==> src/hpcr_pkg.sv <==
// Constants for the hub port configuration register bank.
package hpcr_pkg;
   localparam int unsigned NUM_PORTS       = 3;
   localparam int unsigned ADDR_W          = 10;
   // Register indices; the byte address is four times the index.
   localparam logic [7:0]  IDX_CFG_ONE     = 8'h06;
   localparam logic [7:0]  IDX_CFG_TWO     = 8'h07;
   localparam logic [7:0]  IDX_CFG_THREE   = 8'h08;
   localparam logic [7:0]  IDX_FIXED       = 8'h09;
   localparam logic [7:0]  IDX_SP_OFF      = 8'h0a;
   localparam logic [7:0]  IDX_BP_OFF      = 8'h0b;
   localparam logic [7:0]  IDX_REMAP       = 8'hfb;
   localparam logic [7:0]  IDX_STATUS      = 8'h10;
   // Writable bit masks; all other bits are reserved.
   localparam logic [7:0]  MASK_CFG_ONE    = 8'h01;
   localparam logic [7:0]  MASK_CFG_TWO    = 8'h08;
   localparam logic [7:0]  MASK_CFG_THREE  = 8'h09;
   localparam logic [7:0]  MASK_PORTS      = 8'h0e;
   localparam logic [7:0]  MASK_REMAP      = 8'hfc;
   // Field positions.
   localparam int unsigned BIT_PWR_MODE    = 0;
   localparam int unsigned BIT_COMPOUND    = 3;
   localparam int unsigned BIT_REMAP_SEL   = 3;
   localparam int unsigned BIT_STRING_EN   = 0;
   // Reset values.
   localparam logic [7:0]  RST_CFG         = 8'h00;
   localparam logic [7:0]  RST_PORTS       = 8'h00;
   localparam logic [7:0]  RST_REMAP       = 8'he4;
endpackage : hpcr_pkg

==> src/hpcr_regs.sv <==
// Hub port configuration register bank with port numbering and power switching.
module hpcr_regs
   import hpcr_pkg::*;
(
   input  wire logic              pclk,
   input  wire logic              presetn,
   input  wire logic              psel,
   input  wire logic              penable,
   input  wire logic              pwrite,
   input  wire logic [ADDR_W-1:0] paddr,
   input  wire logic [31:0]       pwdata,
   output logic      [31:0]       prdata,
   output logic                   pready,
   output logic                   pslverr,
   input  wire logic              self_powered_pin,
   input  wire logic [3:1]        port_power_req,
   output logic      [3:1]        port_power_on,
   output logic      [3:1]        port_enable,
   output logic      [5:0]        port_number,
   output logic      [1:0]        ports_reported,
   output logic                   power_switch_mode_o,
   output logic                   compound_flag,
   output logic                   string_desc_en,
   output logic      [3:1]        fixed_attach_report
);

   function automatic logic hit(input logic [ADDR_W-1:0] a, input logic [7:0] idx);
      return a == {idx, 2'b00};
   endfunction

   // Standard numbering: count of enabled ports at or below the given one, zero for a disabled port.
   function automatic logic [1:0] std_num(input logic [3:1] en, input int unsigned p);
      logic [1:0] n;
      n = 2'd0;
      for (int unsigned i = 1; i <= NUM_PORTS; i++) begin
         if (i <= p && en[i]) begin
            n = n + 2'd1;
         end
      end
      return en[p] ? n : 2'd0;
   endfunction

   logic [7:0] cfg_one_r;
   logic [7:0] cfg_two_r;
   logic [7:0] cfg_three_r;
   logic [7:0] fixed_attach_ports_r;
   logic [7:0] sp_off_r;
   logic [7:0] bp_off_r;
   logic [7:0] remap_r;
   logic       sp_meta_r;
   logic       sp_sync_r;

   wire        setup_ph   = psel && !penable;
   wire        wr_take    = psel && penable && pready && pwrite;
   wire        hit_one    = hit(paddr, IDX_CFG_ONE);
   wire        hit_two    = hit(paddr, IDX_CFG_TWO);
   wire        hit_three  = hit(paddr, IDX_CFG_THREE);
   wire        hit_fixed  = hit(paddr, IDX_FIXED);
   wire        hit_sp     = hit(paddr, IDX_SP_OFF);
   wire        hit_bp     = hit(paddr, IDX_BP_OFF);
   wire        hit_remap  = hit(paddr, IDX_REMAP);
   wire        hit_stat   = hit(paddr, IDX_STATUS);
   wire        mapped     = hit_one | hit_two | hit_three | hit_fixed | hit_sp | hit_bp | hit_remap | hit_stat;
   wire [7:0]  wbyte      = pwdata[7:0];

   wire        remap_sel  = cfg_three_r[BIT_REMAP_SEL];
   wire [7:0]  off_mask   = sp_sync_r ? sp_off_r : bp_off_r;
   wire [3:1]  std_en     = ~off_mask[3:1];
   // A zero table entry leaves that physical port disabled in remap mode.
   wire [3:1]  rmp_en     = {remap_r[7:6] != 2'd0, remap_r[5:4] != 2'd0, remap_r[3:2] != 2'd0};
   wire [3:1]  en_nxt     = remap_sel ? rmp_en : std_en;
   wire [5:0]  std_nums   = {std_num(std_en, 3), std_num(std_en, 2), std_num(std_en, 1)};
   wire [5:0]  num_nxt    = remap_sel ? remap_r[7:2] : std_nums;
   wire [1:0]  count_nxt  = std_num(en_nxt, 3);
   wire        any_req    = |port_power_req;

   // Requests arrive indexed by reported number; fold them back to physical ports.
   logic [3:1] indiv_pwr;
   logic [3:1] fixed_nxt;
   always_comb begin
      indiv_pwr = 3'b000;
      fixed_nxt = 3'b000;
      for (int unsigned p = 1; p <= NUM_PORTS; p++) begin
         if (en_nxt[p] && num_nxt[2*p-2 +: 2] != 2'd0) begin
            indiv_pwr[p] = port_power_req[num_nxt[2*p-2 +: 2]];
            fixed_nxt[num_nxt[2*p-2 +: 2]] = fixed_attach_ports_r[p];
         end
      end
   end

   wire [3:1]  pwr_nxt    = cfg_one_r[BIT_PWR_MODE] ? indiv_pwr : (en_nxt & {3{any_req}});

   // Read decode; unmapped addresses and reserved bits read as zero.
   logic [7:0] rd_byte;
   always_comb begin
      case (1'b1)
         hit_one:   rd_byte = cfg_one_r;
         hit_two:   rd_byte = cfg_two_r;
         hit_three: rd_byte = cfg_three_r;
         hit_fixed: rd_byte = fixed_attach_ports_r;
         hit_sp:    rd_byte = sp_off_r;
         hit_bp:    rd_byte = bp_off_r;
         hit_remap: rd_byte = remap_r;
         hit_stat:  rd_byte = {sp_sync_r, 2'b00, count_nxt, en_nxt};
         default:   rd_byte = 8'h00;
      endcase
   end

   always_ff @(posedge pclk or negedge presetn) begin
      if (!presetn) begin
         sp_meta_r <= 1'b0;
         sp_sync_r <= 1'b0;
      end else begin
         sp_meta_r <= self_powered_pin;
         sp_sync_r <= sp_meta_r;
      end
   end

   // Answer in the first access cycle; read data is latched in the setup cycle.
   always_ff @(posedge pclk or negedge presetn) begin
      if (!presetn) begin
         pready  <= 1'b0;
         pslverr <= 1'b0;
         prdata  <= 32'h0000_0000;
      end else begin
         pready  <= setup_ph;
         pslverr <= setup_ph && !mapped;
         if (setup_ph && !pwrite) begin
            prdata <= {24'h00_0000, rd_byte};
         end
      end
   end

   always_ff @(posedge pclk or negedge presetn) begin
      if (!presetn) begin
         cfg_one_r            <= RST_CFG;
         cfg_two_r            <= RST_CFG;
         cfg_three_r          <= RST_CFG;
         fixed_attach_ports_r <= RST_PORTS;
         sp_off_r             <= RST_PORTS;
         bp_off_r             <= RST_PORTS;
         remap_r              <= RST_REMAP;
      end else if (wr_take) begin
         if (hit_one)   cfg_one_r            <= wbyte & MASK_CFG_ONE;
         if (hit_two)   cfg_two_r            <= wbyte & MASK_CFG_TWO;
         if (hit_three) cfg_three_r          <= wbyte & MASK_CFG_THREE;
         if (hit_fixed) fixed_attach_ports_r <= wbyte & MASK_PORTS;
         if (hit_sp)    sp_off_r             <= wbyte & MASK_PORTS;
         if (hit_bp)    bp_off_r             <= wbyte & MASK_PORTS;
         if (hit_remap) remap_r              <= wbyte & MASK_REMAP;
      end
   end

   // Every port output is registered so the host side never sees decode glitches.
   always_ff @(posedge pclk or negedge presetn) begin
      if (!presetn) begin
         port_power_on       <= 3'b000;
         port_enable         <= 3'b000;
         port_number         <= 6'h00;
         ports_reported      <= 2'd0;
         power_switch_mode_o <= 1'b0;
         compound_flag       <= 1'b0;
         string_desc_en      <= 1'b0;
         fixed_attach_report <= 3'b000;
      end else begin
         port_power_on       <= pwr_nxt;
         port_enable         <= en_nxt;
         port_number         <= num_nxt;
         ports_reported      <= count_nxt;
         power_switch_mode_o <= cfg_one_r[BIT_PWR_MODE];
         compound_flag       <= cfg_two_r[BIT_COMPOUND];
         string_desc_en      <= cfg_three_r[BIT_STRING_EN];
         fixed_attach_report <= fixed_nxt;
      end
   end
endmodule // hpcr_regs

==> config.mk <==
export PLATFORM = sky130hd
export DESIGN_NAME = hpcr_regs
export DESIGN_NICKNAME = d
export VERILOG_FILES = /design/src/hpcr_pkg.sv /design/src/hpcr_regs.sv
export SDC_FILE = /design/constraint.sdc
export NUM_CORES = 1
export LEC_CHECK = 0
export ABC_AREA = 1
export BUFFER_PORTS_ARGS = -buffer_cell sky130_fd_sc_hd__buf_2
export CORE_MARGIN = 3
export CORE_UTILIZATION = 40
export DETAILED_ROUTE_END_ITERATION = 7
export GPL_TIMING_DRIVEN = 0
export PLACE_DENSITY = 0.67
export SYNTH_ARGS = -nofsm -noshare
export SYNTH_HDL_FRONTEND = slang
export SYNTH_SLANG_ARGS = --single-unit
==> constraint.sdc <==
create_clock -name pclk -period 2.4 [get_ports pclk]
set_clock_uncertainty 0.15 [all_clocks]
set_input_delay 0.12 -clock pclk [delete_from_list [all_inputs] [get_ports pclk]]
set_output_delay 0.12 -clock pclk [all_outputs]
set_load 0.05 [all_outputs]
==> impl_metrics.ini, run 1 <==
[outcome]
run_status = finished, final reports clean

[die]
initial_utilization = 0.4137
coreArea_um2 = 6832
width_of_the_die_um = 90.06
io_pins = 105
rows = 30
fp.dieArea_um2 = 8111
die_height_um = 90.06

[clock_tree]
cts_sink_cnt = 51
clock_latency_ns = 0.31
tritoncts = built
clock-root-buffer = sky130_fd_sc_hd__clkbuf_8
tritoncts.num_buffers = 5
cts_max_path_buffers = 2
postCtsSetupRepairBufs = 0
clk_pin_slew_ns = 0.10
htree_levels = 2

[setup_path]
critical_path.reg2reg.startpoint = sp_sync_r
crit_path_end_kind = register
worstSetupPathType = register to register
timing.critical_path.required_ns = 2.50
start_kind = register
crit_arrival_ns = 2.32
r2r_setup_slk_ns = 0.18
crit_path_max_fanout = 8
r2r.worst_path.cells = 13
end_of_the_worst_register_to_register_path = prdata[3]

[logic_synthesis]
ys_dominant_reg_cell = sky130_fd_sc_hd__dfrtp_1
number_of_enable_type_register_cells_in_the_synthesized_netlist = 0
syn-cell-area_um2 = 2826
synth_most_common_cell = sky130_fd_sc_hd__nand2_1
total_of_warnings_raised_by_yosys = 0
postSynthCellCount = 340
postSynthAreaPerCell_um2 = 8.313
yosys.area.top_type_share = 0.4161
synth.distinct_cells = 37
netlist_top_cells_area = sky130_fd_sc_hd__dfrtp_1, sky130_fd_sc_hd__nand2_1, sky130_fd_sc_hd__buf_4
synth-seq-area-share = 0.4533
synth-async-reset-ratio = 1.000
synth_common_cells = sky130_fd_sc_hd__nand2_1, sky130_fd_sc_hd__dfrtp_1, sky130_fd_sc_hd__inv_1
yosys.area.top_type = sky130_fd_sc_hd__dfrtp_1
register_bit_count_reported_by_yosys = 51

[drt]
final_antenna_net_count = 0
detail_route.iter0.violations = 148
detailroute.via_count = 2450
detail_route.wl_per_cell_um = 11.99
detail_route.first_pass.iterations = 4
post_drt_via_cell_ratio = 4.571
finalWirelength_um = 6426
post-route-drc-count = 0

[cells_and_area]
design.final.nets = 494
finish.utilization = 0.5234
final_design_area_no_fill_um2 = 3576
insertedDiodeCount = 0
syn_to_final_growth_pct = 26.52
share_of_layout_cells_above_drive_strength_1 = 0.2977
n_fill_cell = 704

[sta]
grt_setup_unrepaired = false
slew_viol_final = 0
slew-limit-headroom = 0.2786
tightestPinTransition_ns = 1.082
hold_viol = 0
final-setup-viol-count = 0
fin_setup_tns_ns = 0
fin_worst_hold_slack_ns = 0.02371
clock_period_minus_worst_slack_ns = 2.219
postLayoutSetupSlackWorst_ns = 0.1811
layout_worst_path_cycle_share = 0.9245
achievable-frequency_ghz = 0.4507

[grt]
grt_overflow = 0
grt_pass1_vias = 2324
grt_first_pass_wirelength_um = 10790
gr-usage-all-layers = 0.1640
grt_antenna_before_repair = 0
grt_start_max_net_pins = 52

[placement]
place_ws_ns = 0.2355
routabilityCongestion = 0.8459
hpwl_um = 5095
dpl_cell_area_um2 = 3313
port-buffer-count = 56

[power]
leakage_nw = 1.861
peakVddDrop_uv = 197.3
power.density_cell_area_nw_per_um2 = 558.0

[min_path]
hold_class = primary input to register
hold_path_end = sp_off_r[3]
timing.hold.worst_path_depth = 3
holdCritStartpoint = pwdata[3]

[flow_run]
max_cap_viol_count = 0
sequential cells by signal, indices dropped and copies added, names as in the netlist, 2 cells and up:
signal / cells
ports_reported: 2
fixed_attach_ports_r: 3
prdata: 8
port_enable: 3
bp_off_r: 3
remap_r: 6
sp_off_r: 3
fixed_attach_report: 3
cfg_three_r: 2
port_power_on: 3
port_number: 6
layout by cell type (no fill, tap or decap), types with 5 or more instances in the layout:
| cell type | netlist | routed |
|---|---|---|
| sky130_fd_sc_hd__dlygate4sd3_1 | 0 | 13 |
| sky130_fd_sc_hd__inv_2 | 11 | 11 |
| sky130_fd_sc_hd__nor2_1 | 25 | 25 |
| sky130_fd_sc_hd__o21ai_0 | 15 | 15 |
| sky130_fd_sc_hd__o21ai_2 | 6 | 6 |
| sky130_fd_sc_hd__buf_4 | 24 | 24 |
| sky130_fd_sc_hd__nand2_1 | 75 | 75 |
| sky130_fd_sc_hd__buf_2 | 0 | 56 |
| sky130_fd_sc_hd__a21oi_1 | 6 | 6 |
| sky130_fd_sc_hd__nand2_2 | 7 | 7 |
| sky130_fd_sc_hd__nand3_1 | 16 | 16 |
| sky130_fd_sc_hd__dfrtp_1 | 47 | 47 |
| sky130_fd_sc_hd__conb_1 | 1 | 24 |
| sky130_fd_sc_hd__o21ai_1 | 9 | 9 |
| sky130_fd_sc_hd__nor3_1 | 5 | 5 |
| sky130_fd_sc_hd__nand4_1 | 6 | 6 |
| sky130_fd_sc_hd__clkbuf_8 | 0 | 5 |
| sky130_fd_sc_hd__inv_1 | 46 | 46 |
metrics by stage:
step           total power [mW]  instances
2_1_floorplan             1.201        363
3_3_place_gp              1.293        515
3_5_place_dp              1.298        515
4_1_cts                   2.009        536
5_1_grt                   2.074        536
6_report                  1.995        536
cell families after synthesis:
family / count (synthesis) / share of synthesized area
flip-flops: 51 / 0.4533
AND/OR/NAND/NOR: 147 / 0.2506
AO/OA/AOI/OAI: 49 / 0.1076
multiplexers: 5 / 0.02479
adder cells (fa/ha/maj): 4 / 0.01771
buffers and inverters: 83 / 0.1448
other: 1 / 0.001327
critical path, stage by stage (launching register included):
cell and delay [ns]:
sky130_fd_sc_hd__dfrtp_1 0.48, sky130_fd_sc_hd__nand2_1 0.12, sky130_fd_sc_hd__o21ai_2 0.08, sky130_fd_sc_hd__o21ai_2 0.21
sky130_fd_sc_hd__nand2_1 0.15, sky130_fd_sc_hd__inv_1 0.13, sky130_fd_sc_hd__ha_1 0.26, sky130_fd_sc_hd__nor2_2 0.19
sky130_fd_sc_hd__nand2_1 0.08, sky130_fd_sc_hd__nand4_1 0.07, sky130_fd_sc_hd__nor2_1 0.04, sky130_fd_sc_hd__nand3_1 0.07
sky130_fd_sc_hd__nand2_1 0.05, sky130_fd_sc_hd__nand2_1 0.07
worst max path at each step:
stage                     startpoint                to  slack, ns
after global placement     sp_sync_r         prdata[3]       0.28
after CTS                  sp_sync_r         prdata[3]       0.20
final                      sp_sync_r         prdata[3]       0.18
after floorplan            sp_sync_r  port_power_on[3]       0.56
after detailed placement   sp_sync_r         prdata[3]       0.24
after global routing       sp_sync_r         prdata[3]       0.07
metal layers:
| metal | global-route usage | wire (µm) | vias to the layer above |
|---|---|---|---|
| li1 | - | - | 1240 |
| met1 | 0.1930 | 2586 | 1110 |
| met2 | 0.2881 | 3259 | 82 |
| met3 | 0.03849 | 407 | 18 |
| met4 | 0.06505 | 172 | 0 |
| met5 | 0 | 0 | - |
report_power, final:
group	switching, mW	internal (mW)
logic	0.296	0.108
registers	0.00825	0.885
clock network	0.281	0.417
layout make-up:
| class | count | area (µm²) | area share |
|---|---|---|---|
| plain buffers | 25 | 191.4 | 0.05353 |
| clock buffers | 6 | 72.57 | 0.02029 |
| clock inverters | 2 | 60.06 | 0.01679 |
| inverters | 58 | 217.7 | 0.06088 |
| multi-input cells | 229 | 1222 | 0.3418 |
| flip-flops and latches | 51 | 1281 | 0.3583 |
| well taps | 96 | 120.1 | 0.03359 |
| repair buffers | 69 | 410.4 | 0.1148 |
timing repair:
item | CTS | global route
endpoints found under the hold margin | 63 | 0
gates resized for setup | 0 | 0
hold buffers | 13 | 0
No activity file was read; power rests on OpenSTA's default activity.
==> run 2: changes to the inputs <==
ABC_AREA = 0   (was 1)
PLACE_DENSITY = 0.68   (was 0.67)
==> run 2 against run 1 <==
Worst setup slack better by 0.043 ns. Utilization is 0.87 points higher. Maximum frequency up 2.0%. Largest cell class unchanged. Critical path depth fell by 7. Largest power group unchanged. Critical path type unchanged. Highest routed layer unchanged.
==> impl_metrics.ini, run 2 <==
[cells_and_area]
syn_to_final_growth_pct = 27.87
largestRegisters = prdata (8), port_number (6), remap_r (6)
final_design_area_no_fill_um2 = 3398
insertedDiodeCount = 0
registers.top_by_ff_count = prdata
mostFrequentLayoutCells = sky130_fd_sc_hd__buf_2, sky130_fd_sc_hd__dfrtp_1, sky130_fd_sc_hd__nand2_1
largest_register_ff_count = 8
design.final.nets = 414
share_of_layout_cells_above_drive_strength_1 = 0.3417
most_frequent_standard_cell_in_the_layout_excluding_fill_and_tap_cells = sky130_fd_sc_hd__buf_2
finish.utilization = 0.5321

[logic_synthesis]
register_bit_count_reported_by_yosys = 51
total_of_warnings_raised_by_yosys = 0
ys_dominant_reg_cell = sky130_fd_sc_hd__dfrtp_1
postSynthCellCount = 261
number_of_enable_type_register_cells_in_the_synthesized_netlist = 0
netlist_top_cells_area = sky130_fd_sc_hd__dfrtp_1, sky130_fd_sc_hd__mux2_2, sky130_fd_sc_hd__buf_4
synth-async-reset-ratio = 1.000
syn-cell-area_um2 = 2658
synth_most_common_cell = sky130_fd_sc_hd__dfrtp_1
yosys.area.top_type_share = 0.4426
yosys.area.top_type = sky130_fd_sc_hd__dfrtp_1
synth.distinct_cells = 44
postSynthAreaPerCell_um2 = 10.18
synth_common_cells = sky130_fd_sc_hd__dfrtp_1, sky130_fd_sc_hd__nand2_1, sky130_fd_sc_hd__buf_4
synth-seq-area-share = 0.4821

[setup_path]
end_of_the_worst_register_to_register_path = port_power_on[3]
critical_path.cell_chain = mux2_2, inv_1, ha_1, o32ai_1, a22oi_1, o32ai_1
crit_family = compound AO/OA/AOI/OAI gates
cpMostUsedCell = sky130_fd_sc_hd__o32ai_1
timing.critical_path.required_ns = 2.45
r2r_setup_slk_ns = 0.22
start_kind = register
r2r.worst_path.cells = 6
crit_arrival_ns = 2.23
crit_path_end_kind = register
path_buf_inv = 1
critical_path.reg2reg.startpoint = sp_sync_r
slowest_delay_ns = 0.44
cell_at_the_slowest_stage_of_the_critical_path = sky130_fd_sc_hd__dfrtp_2
crit_path_max_fanout = 5
worstSetupPathType = register to register

[power]
post-layout-total-power_mw = 1.808
peakVddDrop_uv = 313.4
power.density_cell_area_nw_per_um2 = 531.9
seqPwrFrac = 0.481
leakage_nw = 1.677
power.share.switching = 0.2496
internal-power_mw = 1.357
total_switching_power_mw = 0.4511
p_comb_frac = 0.133
clock_power_share = 0.386

[sta]
final-setup-viol-count = 0
clock_period_minus_worst_slack_ns = 2.176
fin_worst_hold_slack_ns = 0.03529
hold_viol = 0
layout_worst_path_cycle_share = 0.9065
tightestPinTransition_ns = 1.081
grt_setup_unrepaired = false
achievable-frequency_ghz = 0.4596
slew-limit-headroom = 0.2791
slew_viol_final = 0
fin_setup_tns_ns = 0

[drt]
detail_route.first_pass.iterations = 5
detailroute.wirelength.met2_um = 2859
detail_route.wl_per_cell_um = 13.92
post-route-drc-count = 0
final_antenna_net_count = 0
routed-wl-met3_um = 394
routed.top_layer = met4
detail_route.iter0.violations = 188
detailroute.via_count = 2171
finalWirelength_um = 6085
drt-met1-wl_um = 2720
post_drt_via_cell_ratio = 4.968

[clock_tree]
tritoncts.num_buffers = 5
clock_latency_ns = 0.31
tritoncts = built
cts_max_path_buffers = 2
clock-root-buffer = sky130_fd_sc_hd__clkbuf_8
cts_sink_cnt = 51
clk_pin_slew_ns = 0.09
htree_levels = 2

[die]
rows = 29
coreArea_um2 = 6386
io_pins = 105
fp.dieArea_um2 = 7658
width_of_the_die_um = 87.51
initial_utilization = 0.4161
die_height_um = 87.51

[placement]
dpl_cell_area_um2 = 3115
hpwl_um = 4725
port-buffer-count = 55
routabilityCongestion = 0.9002

[grt]
gr-usage-all-layers = 0.1662
grt_pass1_vias = 2052
grt_first_pass_wirelength_um = 9901
grt_start_max_net_pins = 52
grt_antenna_before_repair = 0
grt_overflow = 0

[min_path]
timing.hold.worst_path_depth = 4
hold_path_end = prdata[6]
hold_class = primary input to register
holdCritStartpoint = pwrite

[outcome]
run_status = finished, final reports clean

[flow_run]
max_cap_viol_count = 0
[run 2: changes by cell type in the layout (fill, tap and decap cells not counted), sizes merged, moves of 4 or more]
cell    previous run  this run
nand2             82        30
nand2b             0         5
nand3             19         9
mux2               4        20
nor2              31        15
o32ai              0         4
o21ai             30        21
mux2i              1         5
inv               57        14
[run 2: cell families after synthesis]
logic type	share of synthesized area
other	0.001411
multiplexers	0.1149
adder cells (fa/ha/maj)	0.01883
flip-flops	0.4821
AO/OA/AOI/OAI	0.1144
buffers and inverters	0.09651
AND/OR/NAND/NOR	0.1718
[run 2: how the worst max path moves through the flow]
| stage | start | to | slack, ns | cells past startpoint |
|---|---|---|---|---|
| finish | sp_sync_r | port_power_on[3] | 0.22 | 6 |
| global route | sp_sync_r | prdata[3] | 0.04 | 8 |
| CTS | sp_sync_r | prdata[3] | 0.07 | 8 |
| detailed placement | sp_sync_r | prdata[3] | -0.05 | 8 |
| global placement | cfg_three_r[3] | prdata[3] | -0.005 | 8 |
| floorplan | cfg_three_r[3] | prdata[3] | 0.34 | 8 |
[run 2: routing by layer]
layer	track usage	vias up
met5	0	-
met4	0.06695	0
met3	0.03974	10
met2	0.2603	84
met1	0.2215	997
li1	-	1080
[run 2: repair_timing]
item | CTS | global route
endpoints found under the setup margin | 1 | 1
setup buffers | 0 | 0
resized for setup | 2 | 3
hold buffers | 14 | 0
endpoints found under the hold margin | 70 | 0
[run 2: power by group through the flow]
stage / clock [mW] / combinational (mW) / sequential, mW
2_1_floorplan: 0 / 0.144 / 0.903
3_3_place_gp: 0 / 0.221 / 0.886
3_5_place_dp: 0 / 0.222 / 0.886
4_1_cts: 0.719 / 0.240 / 0.869
5_1_grt: 0.756 / 0.260 / 0.871
6_report: 0.697 / 0.241 / 0.869
[run 2: final cells by class]
class,instances,area (µm²)
fillers,599,2988
clock inverters,3,67.56
well taps,77,96.34
clock buffers,5,68.82
repair buffers,69,415.4
flip-flops and latches,51,1282
inverters,14,52.55
multi-input cells,189,1214
plain buffers,29,201.4
[run 2: worst register-to-register path, cell delays in order (launching register included)]
cell and delay, ns:
sky130_fd_sc_hd__dfrtp_2 0.44, sky130_fd_sc_hd__mux2_2 0.41, sky130_fd_sc_hd__inv_1 0.08, sky130_fd_sc_hd__ha_1 0.26, sky130_fd_sc_hd__o32ai_1 0.43, sky130_fd_sc_hd__a22oi_1 0.16, sky130_fd_sc_hd__o32ai_1 0.15
[run 2: stage by stage]
stage          worst slack [ns]  instances
3_3_place_gp          -0.005084        416
2_1_floorplan            0.3399        284
6_report                 0.2244        437
5_1_grt                 0.03820        437
4_1_cts                 0.06985        438
3_5_place_dp           -0.04730        416
